<file path="config.mk">
export PLATFORM = sky130hd
export DESIGN_NAME = serial_switch_matrix_ctrl
export DESIGN_NICKNAME = d
export VERILOG_FILES = /design/src/serial_switch_pkg.sv /design/src/glitch_filter.sv /design/src/serial_switch_matrix_ctrl.sv
export VERILOG_INCLUDE_DIRS = /design/src
export SDC_FILE = /design/constraint.sdc
export NUM_CORES = 1
export LEC_CHECK = 0
export ABC_CLOCK_PERIOD_IN_PS = 1800
export BUFFER_PORTS_ARGS = -buffer_cell sky130_fd_sc_hd__buf_4
export CAP_MARGIN = 20
export CORE_AREA = 2 2 78 80
export DETAILED_ROUTE_END_ITERATION = 8
export DIE_AREA = 0 0 80 82
export GPL_ROUTABILITY_DRIVEN = 0
export HOLD_SLACK_MARGIN = 0.12
export PLACE_DENSITY = 0.67
export SYNTH_ARGS = -nofsm -noshare
export SYNTH_HDL_FRONTEND = slang
export SYNTH_SLANG_ARGS = --single-unit
</file>
<file path="constraint.sdc">
create_clock -name CLOCK -period 1.8 [get_ports CLOCK]
set_input_delay 0.18 -clock CLOCK [delete_from_list [all_inputs] [get_ports CLOCK]]
set_output_delay 0.18 -clock CLOCK [all_outputs]
set_load 0.05 [all_outputs]
</file>
<file path="src/serial_switch_defs.svh">
`ifndef SERIAL_SWITCH_DEFS_SVH
`define SERIAL_SWITCH_DEFS_SVH

// system clock rate and spike suppression window
`define SSM_CLOCK_MHZ 50
`define SSM_SPIKE_NS 50
// samples a new level must stand before it is believed; a pulse just
// under the window can still cover one sample fewer than this
`define SSM_SPIKE_CYCLES ((`SSM_SPIKE_NS * `SSM_CLOCK_MHZ - 1) / 1000 + 2)
// fastest serial clock the link must follow
`define SSM_MAX_KBPS 400

// address byte layout
`define SSM_ADDR_MSB 7
`define SSM_ADDR_LSB 1
`define SSM_RW_BIT 0
`define SSM_STRAP1_BIT 1
`define SSM_STRAP0_BIT 0

// fixed upper address bits per variant
`define SSM_UPPER_EIGHT 5'h13
`define SSM_UPPER_DUAL 5'h11

// control word reset value and width
`define SSM_CTRL_RESET 8'h00
`define SSM_CTRL_BITS 8
`define SSM_LAST_BIT 3'h7

`endif

</file>
<file path="src/serial_switch_pkg.sv">
package serial_switch_pkg;

   // protocol states, one-hot
   typedef enum logic [6:0] {
      ST_IDLE      = 7'b0000001,
      ST_ADDR      = 7'b0000010,
      ST_ADDR_ACK  = 7'b0000100,
      ST_WRITE     = 7'b0001000,
      ST_WRITE_ACK = 7'b0010000,
      ST_READ      = 7'b0100000,
      ST_READ_ACK  = 7'b1000000
   } state_t;

   // filtered levels of the two bus lines
   typedef struct packed {
      logic scl;
      logic sda;
   } bus_level_t;

   // open-drain drive of the data line
   typedef struct packed {
      logic out;
      logic oe;
   } pin_drive_t;

endpackage : serial_switch_pkg

</file>
<file path="src/glitch_filter.sv">
`timescale 1ns/10ps
`default_nettype none
`include "serial_switch_defs.svh"

module glitch_filter #(
   parameter int unsigned STABLE = `SSM_SPIKE_CYCLES,
   parameter bit IDLE_LEVEL = 1'b1
) (
   // clocking
   input wire logic clock,
   input wire logic rst_n,
   input wire logic clk_en,
   // raw pin and believed level
   input wire logic raw,
   output logic level
);

   localparam int CW = $clog2(STABLE + 1);

   logic sync_a;
   logic sync_b;
   logic [CW-1:0] cnt;
   wire differs = (sync_b != level);
   wire settle = differs && (cnt == CW'(STABLE - 1));

   initial begin
      if (STABLE < 1) $error("glitch_filter: STABLE must be at least 1");
   end

   // two-stage synchroniser, first stage read only by the second
   always_ff @(posedge clock or negedge rst_n) begin
      if (!rst_n) begin
         sync_a <= IDLE_LEVEL;
         sync_b <= IDLE_LEVEL;
      end else if (clk_en) begin
         sync_a <= raw;
         sync_b <= sync_a;
      end
   end

   // a level must differ for STABLE cycles before it is taken
   always_ff @(posedge clock or negedge rst_n) begin
      if (!rst_n) begin
         cnt <= '0;
         level <= IDLE_LEVEL;
      end else if (clk_en) begin
         cnt <= (differs && !settle) ? cnt + CW'(1) : '0;
         if (settle) begin
            level <= sync_b;
         end
      end
   end

   chk_spike_hold: assert property (
      @(posedge clock) disable iff (!rst_n)
      (clk_en && $changed(level) && $past(clk_en) && $past(clk_en, 2)
         && $past(clk_en, 3) && STABLE >= 3)
      |-> ($past(differs) && $past(differs, 2) && $past(differs, 3)))
      else $error("filtered level changed before spike window elapsed");

endmodule : glitch_filter

`default_nettype wire

</file>
<file path="src/serial_switch_matrix_ctrl.sv">
`timescale 1ns/10ps
`default_nettype none
`include "serial_switch_defs.svh"

// Behaviour
// - data bits shift into eight-bit register
// - follows serial clock up to 400 kbit/s
// - reset clears control word, switches off
// - high strap gives address bit one
// - low strap gives address bit zero
// - read returns exactly one control byte
// - data line only pulled low or released
// - spikes under 50 ns are ignored
// - upper five address bits fixed per variant
// - one bit per switch, msb first
// - control word zero until valid write
// - every written byte updates the switches
module serial_switch_matrix_ctrl #(
   parameter logic [4:0] VARIANT_UPPER = `SSM_UPPER_EIGHT
) (
   // clock, reset, enable
   input wire logic CLOCK,
   input wire logic RST_N,
   input wire logic CLK_EN,
   // two-wire bus pins
   input wire logic SCL_IN,
   input wire logic SDA_IN,
   output logic SDA_OUT,
   output logic SDA_OE,
   // address straps
   input wire logic ADDR_STRAP_BIT0,
   input wire logic ADDR_STRAP_BIT1,
   // switch enables, bit 7 is switch eight, bit 0 switch one
   output logic [7:0] SWITCH_ENABLE
);
   import serial_switch_pkg::*;

   initial begin
      if (VARIANT_UPPER != `SSM_UPPER_EIGHT
          && VARIANT_UPPER != `SSM_UPPER_DUAL) begin
         $error("serial_switch_matrix_ctrl: unknown VARIANT_UPPER");
      end
      if (`SSM_MAX_KBPS * 2 * 1000 * `SSM_SPIKE_CYCLES * 4
          > `SSM_CLOCK_MHZ * 1000000) begin
         $error("serial_switch_matrix_ctrl: clock too slow for the link");
      end
   end

   bus_level_t now;
   bus_level_t prev;
   pin_drive_t drive;
   state_t state;
   state_t next_state;
   logic [2:0] bit_cnt;
   logic byte_done;
   logic rw;
   logic [7:0] shift;
   logic [7:0] tx;
   logic [7:0] ctrl;
   logic strap0_a;
   logic strap0_b;
   logic strap1_a;
   logic strap1_b;

   // spike filters on both bus lines, each with its own synchroniser
   glitch_filter #(.STABLE(`SSM_SPIKE_CYCLES), .IDLE_LEVEL(1'b1)) u_scl (
      .clock(CLOCK),
      .rst_n(RST_N),
      .clk_en(CLK_EN),
      .raw(SCL_IN),
      .level(now.scl)
   );
   glitch_filter #(.STABLE(`SSM_SPIKE_CYCLES), .IDLE_LEVEL(1'b1)) u_sda (
      .clock(CLOCK),
      .rst_n(RST_N),
      .clk_en(CLK_EN),
      .raw(SDA_IN),
      .level(now.sda)
   );

   // strap synchronisers; the first stage feeds only the second
   always_ff @(posedge CLOCK or negedge RST_N) begin
      if (!RST_N) begin
         strap0_a <= 1'b0;
         strap0_b <= 1'b0;
         strap1_a <= 1'b0;
         strap1_b <= 1'b0;
      end else if (CLK_EN) begin
         strap0_a <= ADDR_STRAP_BIT0;
         strap0_b <= strap0_a;
         strap1_a <= ADDR_STRAP_BIT1;
         strap1_b <= strap1_a;
      end
   end

   // bus events and address decode
   wire scl_rise = now.scl && !prev.scl;
   wire scl_fall = !now.scl && prev.scl;
   wire start_seen = prev.scl && now.scl && prev.sda && !now.sda;
   wire stop_seen = prev.scl && now.scl && !prev.sda && now.sda;
   wire [7:0] rx_byte = {shift[6:0], now.sda};
   wire [6:0] own_addr =
      {VARIANT_UPPER, strap1_b, strap0_b};
   wire addr_match =
      (shift[`SSM_ADDR_MSB:`SSM_ADDR_LSB] == own_addr);
   wire byte_end = scl_fall && byte_done;

   // next-state selection
   always_comb begin
      next_state = state;
      if (start_seen) begin
         next_state = ST_ADDR;
      end else if (stop_seen) begin
         next_state = ST_IDLE;
      end else if (scl_fall) begin
         case (state)
            ST_ADDR: begin
               if (byte_done) begin
                  next_state = addr_match ? ST_ADDR_ACK : ST_IDLE;
               end
            end
            ST_ADDR_ACK: next_state = rw ? ST_READ : ST_WRITE;
            ST_WRITE: begin
               if (byte_done) begin
                  next_state = ST_WRITE_ACK;
               end
            end
            ST_WRITE_ACK: next_state = ST_WRITE;
            ST_READ: begin
               if (byte_done) begin
                  next_state = ST_READ_ACK;
               end
            end
            ST_READ_ACK: next_state = ST_IDLE;
            default: next_state = state;
         endcase
      end
   end

   // previous filtered levels and state register
   always_ff @(posedge CLOCK or negedge RST_N) begin
      if (!RST_N) begin
         prev <= '{scl: 1'b1, sda: 1'b1};
         state <= ST_IDLE;
      end else if (CLK_EN) begin
         prev <= now;
         state <= next_state;
      end
   end

   // bit counting and input shifting on rising serial clock
   always_ff @(posedge CLOCK or negedge RST_N) begin
      if (!RST_N) begin
         bit_cnt <= 3'h0;
         byte_done <= 1'b0;
         shift <= 8'h00;
      end else if (CLK_EN) begin
         if (start_seen || (scl_fall && byte_done)) begin
            bit_cnt <= 3'h0;
            byte_done <= 1'b0;
         end else if (scl_rise && (state == ST_ADDR || state == ST_WRITE
                                   || state == ST_READ)) begin
            shift <= rx_byte;
            bit_cnt <= bit_cnt + 3'h1;
            byte_done <= (bit_cnt == `SSM_LAST_BIT);
         end
      end
   end

   // direction bit, control word and read shifter
   always_ff @(posedge CLOCK or negedge RST_N) begin
      if (!RST_N) begin
         rw <= 1'b0;
         ctrl <= `SSM_CTRL_RESET;
         tx <= 8'h00;
      end else if (CLK_EN) begin
         if (byte_end && state == ST_ADDR) begin
            rw <= shift[`SSM_RW_BIT];
         end
         if (byte_end && state == ST_WRITE) begin
            ctrl <= shift;
         end
         if (scl_fall && state == ST_ADDR_ACK) begin
            tx <= {ctrl[6:0], 1'b0};
         end else if (scl_fall && state == ST_READ && !byte_done) begin
            tx <= {tx[6:0], 1'b0};
         end
      end
   end

   // open-drain data drive: only ever low or released
   always_ff @(posedge CLOCK or negedge RST_N) begin
      if (!RST_N) begin
         drive <= '{out: 1'b0, oe: 1'b0};
      end else if (CLK_EN) begin
         drive.out <= 1'b0;
         if (start_seen || stop_seen) begin
            drive.oe <= 1'b0;
         end else if (scl_fall) begin
            case (state)
               // ack only our own address
               ST_ADDR: drive.oe <= byte_done && addr_match;
               ST_ADDR_ACK: drive.oe <= rw && !ctrl[7];
               ST_WRITE: drive.oe <= byte_done;
               ST_READ: drive.oe <= !byte_done && !tx[7];
               default: drive.oe <= 1'b0;
            endcase
         end
      end
   end

   // outputs straight from flip-flops
   assign SDA_OUT = drive.out;
   assign SDA_OE = drive.oe;
   assign SWITCH_ENABLE = ctrl;

   chk_reset_clears: assert property (
      @(posedge CLOCK) $rose(RST_N) |-> (SWITCH_ENABLE == 8'h00 && !SDA_OE))
      else $error("switches not off after reset");

   chk_addr_ack_drive: assert property (
      @(posedge CLOCK) disable iff (!RST_N)
      (CLK_EN && byte_end && state == ST_ADDR && addr_match)
      |=> (SDA_OE && !SDA_OUT && state == ST_ADDR_ACK))
      else $error("own address not acknowledged");

   chk_foreign_release: assert property (
      @(posedge CLOCK) disable iff (!RST_N)
      (CLK_EN && byte_end && state == ST_ADDR && !start_seen && !stop_seen
       && shift[7:1] != {VARIANT_UPPER, strap1_b, strap0_b})
      |=> (!SDA_OE && state == ST_IDLE))
      else $error("foreign address not ignored");

   chk_write_update: assert property (
      @(posedge CLOCK) disable iff (!RST_N)
      (CLK_EN && byte_end && state == ST_WRITE)
      |=> (SWITCH_ENABLE == $past(shift) && SDA_OE))
      else $error("write byte did not update switches");

   chk_read_first_bit: assert property (
      @(posedge CLOCK) disable iff (!RST_N)
      (CLK_EN && scl_fall && state == ST_ADDR_ACK && rw && !start_seen
       && !stop_seen)
      |=> (SDA_OE == !SWITCH_ENABLE[7]))
      else $error("read did not start with control word top bit");

   chk_read_one_byte: assert property (
      @(posedge CLOCK) disable iff (!RST_N)
      (CLK_EN && scl_fall && state == ST_READ_ACK)
      |=> (state == ST_IDLE) ##1 !SDA_OE)
      else $error("more than one byte returned on read");

   chk_drive_low_only: assert property (
      @(posedge CLOCK) disable iff (!RST_N)
      SDA_OE |-> !SDA_OUT)
      else $error("data line driven high");

   chk_word_stable: assert property (
      @(posedge CLOCK) disable iff (!RST_N)
      $changed(SWITCH_ENABLE) |-> $past(byte_end && state == ST_WRITE))
      else $error("control word changed without a completed write");

endmodule : serial_switch_matrix_ctrl

`default_nettype wire

</file>
==> flow_summary_export.csv <==
group,metric,value,unit
status,outcome,"complete, but fails checks",
status,violations,"setup timing",
synthesis,synth_warnings,0,
synthesis,synth_edf_count,0,
finish,multi_input_area,1240,um^2
detailed_routing,wire_per_inst,14.4,um
floorplan,die_w,80,um
worst_setup_path,crit_required,2.00,ns
pwr,ir_worst_vdd,0.776,mV
worst_setup_path,cp_top_family,"compound AO/OA/AOI/OAI gates",
cts,path_clk_slew,0.09,ns
detailed_routing,drt_iter0_drc,136,
synthesis,async_reset_ff_share,100,%
detailed_routing,vias,1854,
global_routing,grtUsageMet2,26.5,%
synthesis,netlist.top_cell.by_area,"dfrtp_1",
sta,tightest_slew,0.665,ns
cts,cts_tree,"done",
floorplan,dieArea,6560,um^2
synthesis,synthTopCellsByCount,"dfrtp_1 (45), mux2_2 (28), nand2_1 (17)",
synthesis,syn-instance-count,235,
synthesis,ys_seq_area_share,50.9,%
finish,diodes,0,
cts,clock_sinks,54,
worst_setup_path,worstPathMaxFanout,6,
synthesis,yosys-top-cells-area,"dfrtp_1 (42%), mux2_2 (12%), dfstp_2 (8.8%), mux2i_1 (3.0%), ha_1 (2.8%)",
sta,period_needed,1.84,ns
synthesis,synth-main-ff-cell,"dfrtp_1",
synthesis,synth_area,2680,um^2
finish,final_util,56.4,%
cts,postCtsSetupBuffers,0,
worst_setup_path,reg2reg_slack,-0.04,ns
worst_setup_path,worstReg2RegEnd,"state[2]",
finish,fill_cells,493,
synthesis,synthesis.nets,248,
global_routing,grt_pass1_wl,8.75,mm
sta,rsz0062_at_grt,"true",
worst_setup_path,worst_setup_path_end_kind,"flip-flop",
global_routing,grt_use_met1,23.9,%
sta,clock.fmax,543,MHz
worst_setup_path,max_stage_delay,0.49,ns
sta,slew_violations,0,
worst_setup_path,cp.arrival,2.04,ns
floorplan,initial_core_util,46.6,%
synthesis,synthDistinctLibCells,47,
cts,clockBufferDepth,2,
pwr,leakagePower,1.53,nW
detailed_routing,viasPerCell,5.28,
global_routing,grt_use_met3,3.41,%
floorplan,core,5750,um^2
cts,cts-root-buf,"clkbuf_8",
sta,finalWorstSetupSlack,-0.0411,ns
finish,final_nets,288,
worst_setup_path,reg2reg_depth,5,
global_routing,grt_pass1_vias,1836,
floorplan,io-pin-count,17,
worst_setup_path,crit_path_top_delay_cell,"dfrtp_2",
sta,final.setup_skew,0.00597,ns
worst_setup_path,path_class,"reg -> reg",
synthesis,avgSynthCellArea,11.4,um^2
cts,h-tree-depth,2,
finish,area_growth,21.2,%
sta,slew_headroom,55.7,%
global_routing,grt_start_max_net_pins,55,
run,maxCapViolCount,0,
cts,worstSkewPairLatency,0.31,ns
worst_setup_path,start_kind,"flip-flop",
sta,setup_viol,7,
floorplan,num_rows,28,
place,port_buffers,15,
detailed_routing,drc,0,
place,hpwlAfterDp,3.62,mm
global_routing,antenna_found_initial,0,
finish,drive_above_1_share,38.0,%
synthesis,ys_ff_latch,54,
finish,register_area,1370,um^2
sta,min_period_over_period,102,%
global_routing,gr-usage-all-layers,17.4,%
detailed_routing,first_pass_iters,5,
sta,finalHoldViolations,0,
global_routing,busiest_layer,"met2",
global_routing,grt_remaining_overflow,0,
detailed_routing,ant_nets,0,
worst_setup_path,crit_buf_inv,0,
worst_setup_path,r2r-start,"state[3]",
synthesis,synth_top_cell_area_share,42.1,%
worst_setup_path,worstPathCellList,"xor2_1 -> o2111ai_2 -> nand2_2 -> a22oi_4 -> mux2_2",
pwr,powerDensity,1090,nW/um^2
cts,numCtsBuffers,5,
detailed_routing,wl,5.06,mm
floorplan,die_h,82,um
synthesis,synth_most_common_cell,"dfrtp_1",
place,dp_worst_setup_slack,-0.0930,ns
worst_hold_path,hold_class,"in -> async",
## layout make-up
type | count | share of cell area [%]
Tap cell | 75 | 2.89
Inverter | 14 | 1.62
Clock buffer | 7 | 2.66
Multi-Input combinational cell | 153 | 38.2
Sequential cell | 54 | 42.1
Clock inverter | 1 | 0.926
Timing Repair Buffer | 47 | 11.6
## cells in the final DEF, fill, tap and decap left out, drive strengths merged, types with 2 or more instances in the layout
cell type,instances
nor4b,2
mux2,33
ha,6
nand4,3
xor2,4
buf,41
nand2b,4
nand2,17
clkbuf,7
nand3,9
o22ai,6
xnor2,3
or3,3
dfrtp,45
mux2i,8
dlygate4sd3,6
o21ai,18
inv,14
and3,3
a21oi,3
a211o,2
nor2,10
nand3b,3
dfstp,9
## per-layer routing
layer | wire length (um) | share of wire, % | vias to the layer above
met5 | 0 | 0 | -
met4 | 109 | 2.2 | 0
met3 | 157 | 3.1 | 9
met2 | 2330 | 46 | 36
met1 | 2470 | 49 | 906
li1 | - | - | 903
## worst max path at each step
stage,from,to,slack [ns],cells past startpoint
floorplan,state[4],shift[5],0.004,7
global placement,state[1],state[2],-0.03,5
detailed placement,state[1],tx[7],-0.09,5
CTS,state[3],state[2],-0.01,5
global route,state[3],state[2],-0.11,5
finish,state[3],state[2],-0.04,5
## worst reg2reg max path, delay by kind of cell, from the launching register on
family	cells	cell delay (ns)
mux	1	0.37
simple gates	1	0.12
flops	1	0.49
xor+xnor	1	0.19
compound gates	2	0.56
## metrics by stage
step,power (mW),std cells,hold slack [ns],setup TNS [ns],cell area (um^2)
finish,3.55,351,0.452,-0.127,3240
global placement,2.62,337,0.267,-0.129,3030
detailed placement,2.65,337,0.268,-0.581,3030
floorplan,2.34,235,-0.116,0,2710
global route,3.79,351,0.520,-1.17,3240
CTS,3.54,351,0.464,-0.0156,3220
## report_power, final
group	total (mW)	leakage [nW]	switching (mW)	internal, mW
registers	1.64	0.698	0.199	1.44
clock network	0.849	0.0585	0.395	0.454
logic	1.06	0.776	0.538	0.519
## registers in the layout (all words and copies together) (netlist names), 2 cells and up
register       count
bit_cnt            3
tx                 7
u_sda.cnt          3
prev               2
state              7
u_scl.cnt          3
shift              8
SWITCH_ENABLE      8
## timing repair
item	4_1_cts	5_1_grt
endpoints found under the hold margin	50	0
setup endpoints to repair	14	22
pin swaps	1	3
gates resized for setup	4	8
hold buffers	6	0
## kinds of logic after synthesis
family	share of synthesized area, %
AND/OR/NAND/NOR	12.8
flip-flops	50.9
multiplexers	17.2
AO/OA/AOI/OAI	8.98
buffers and inverters	4.95
XOR/XNOR	2.29
adder cells (fa/ha/maj)	2.80
other	0.140
Power figures use the tool's default switching activity.
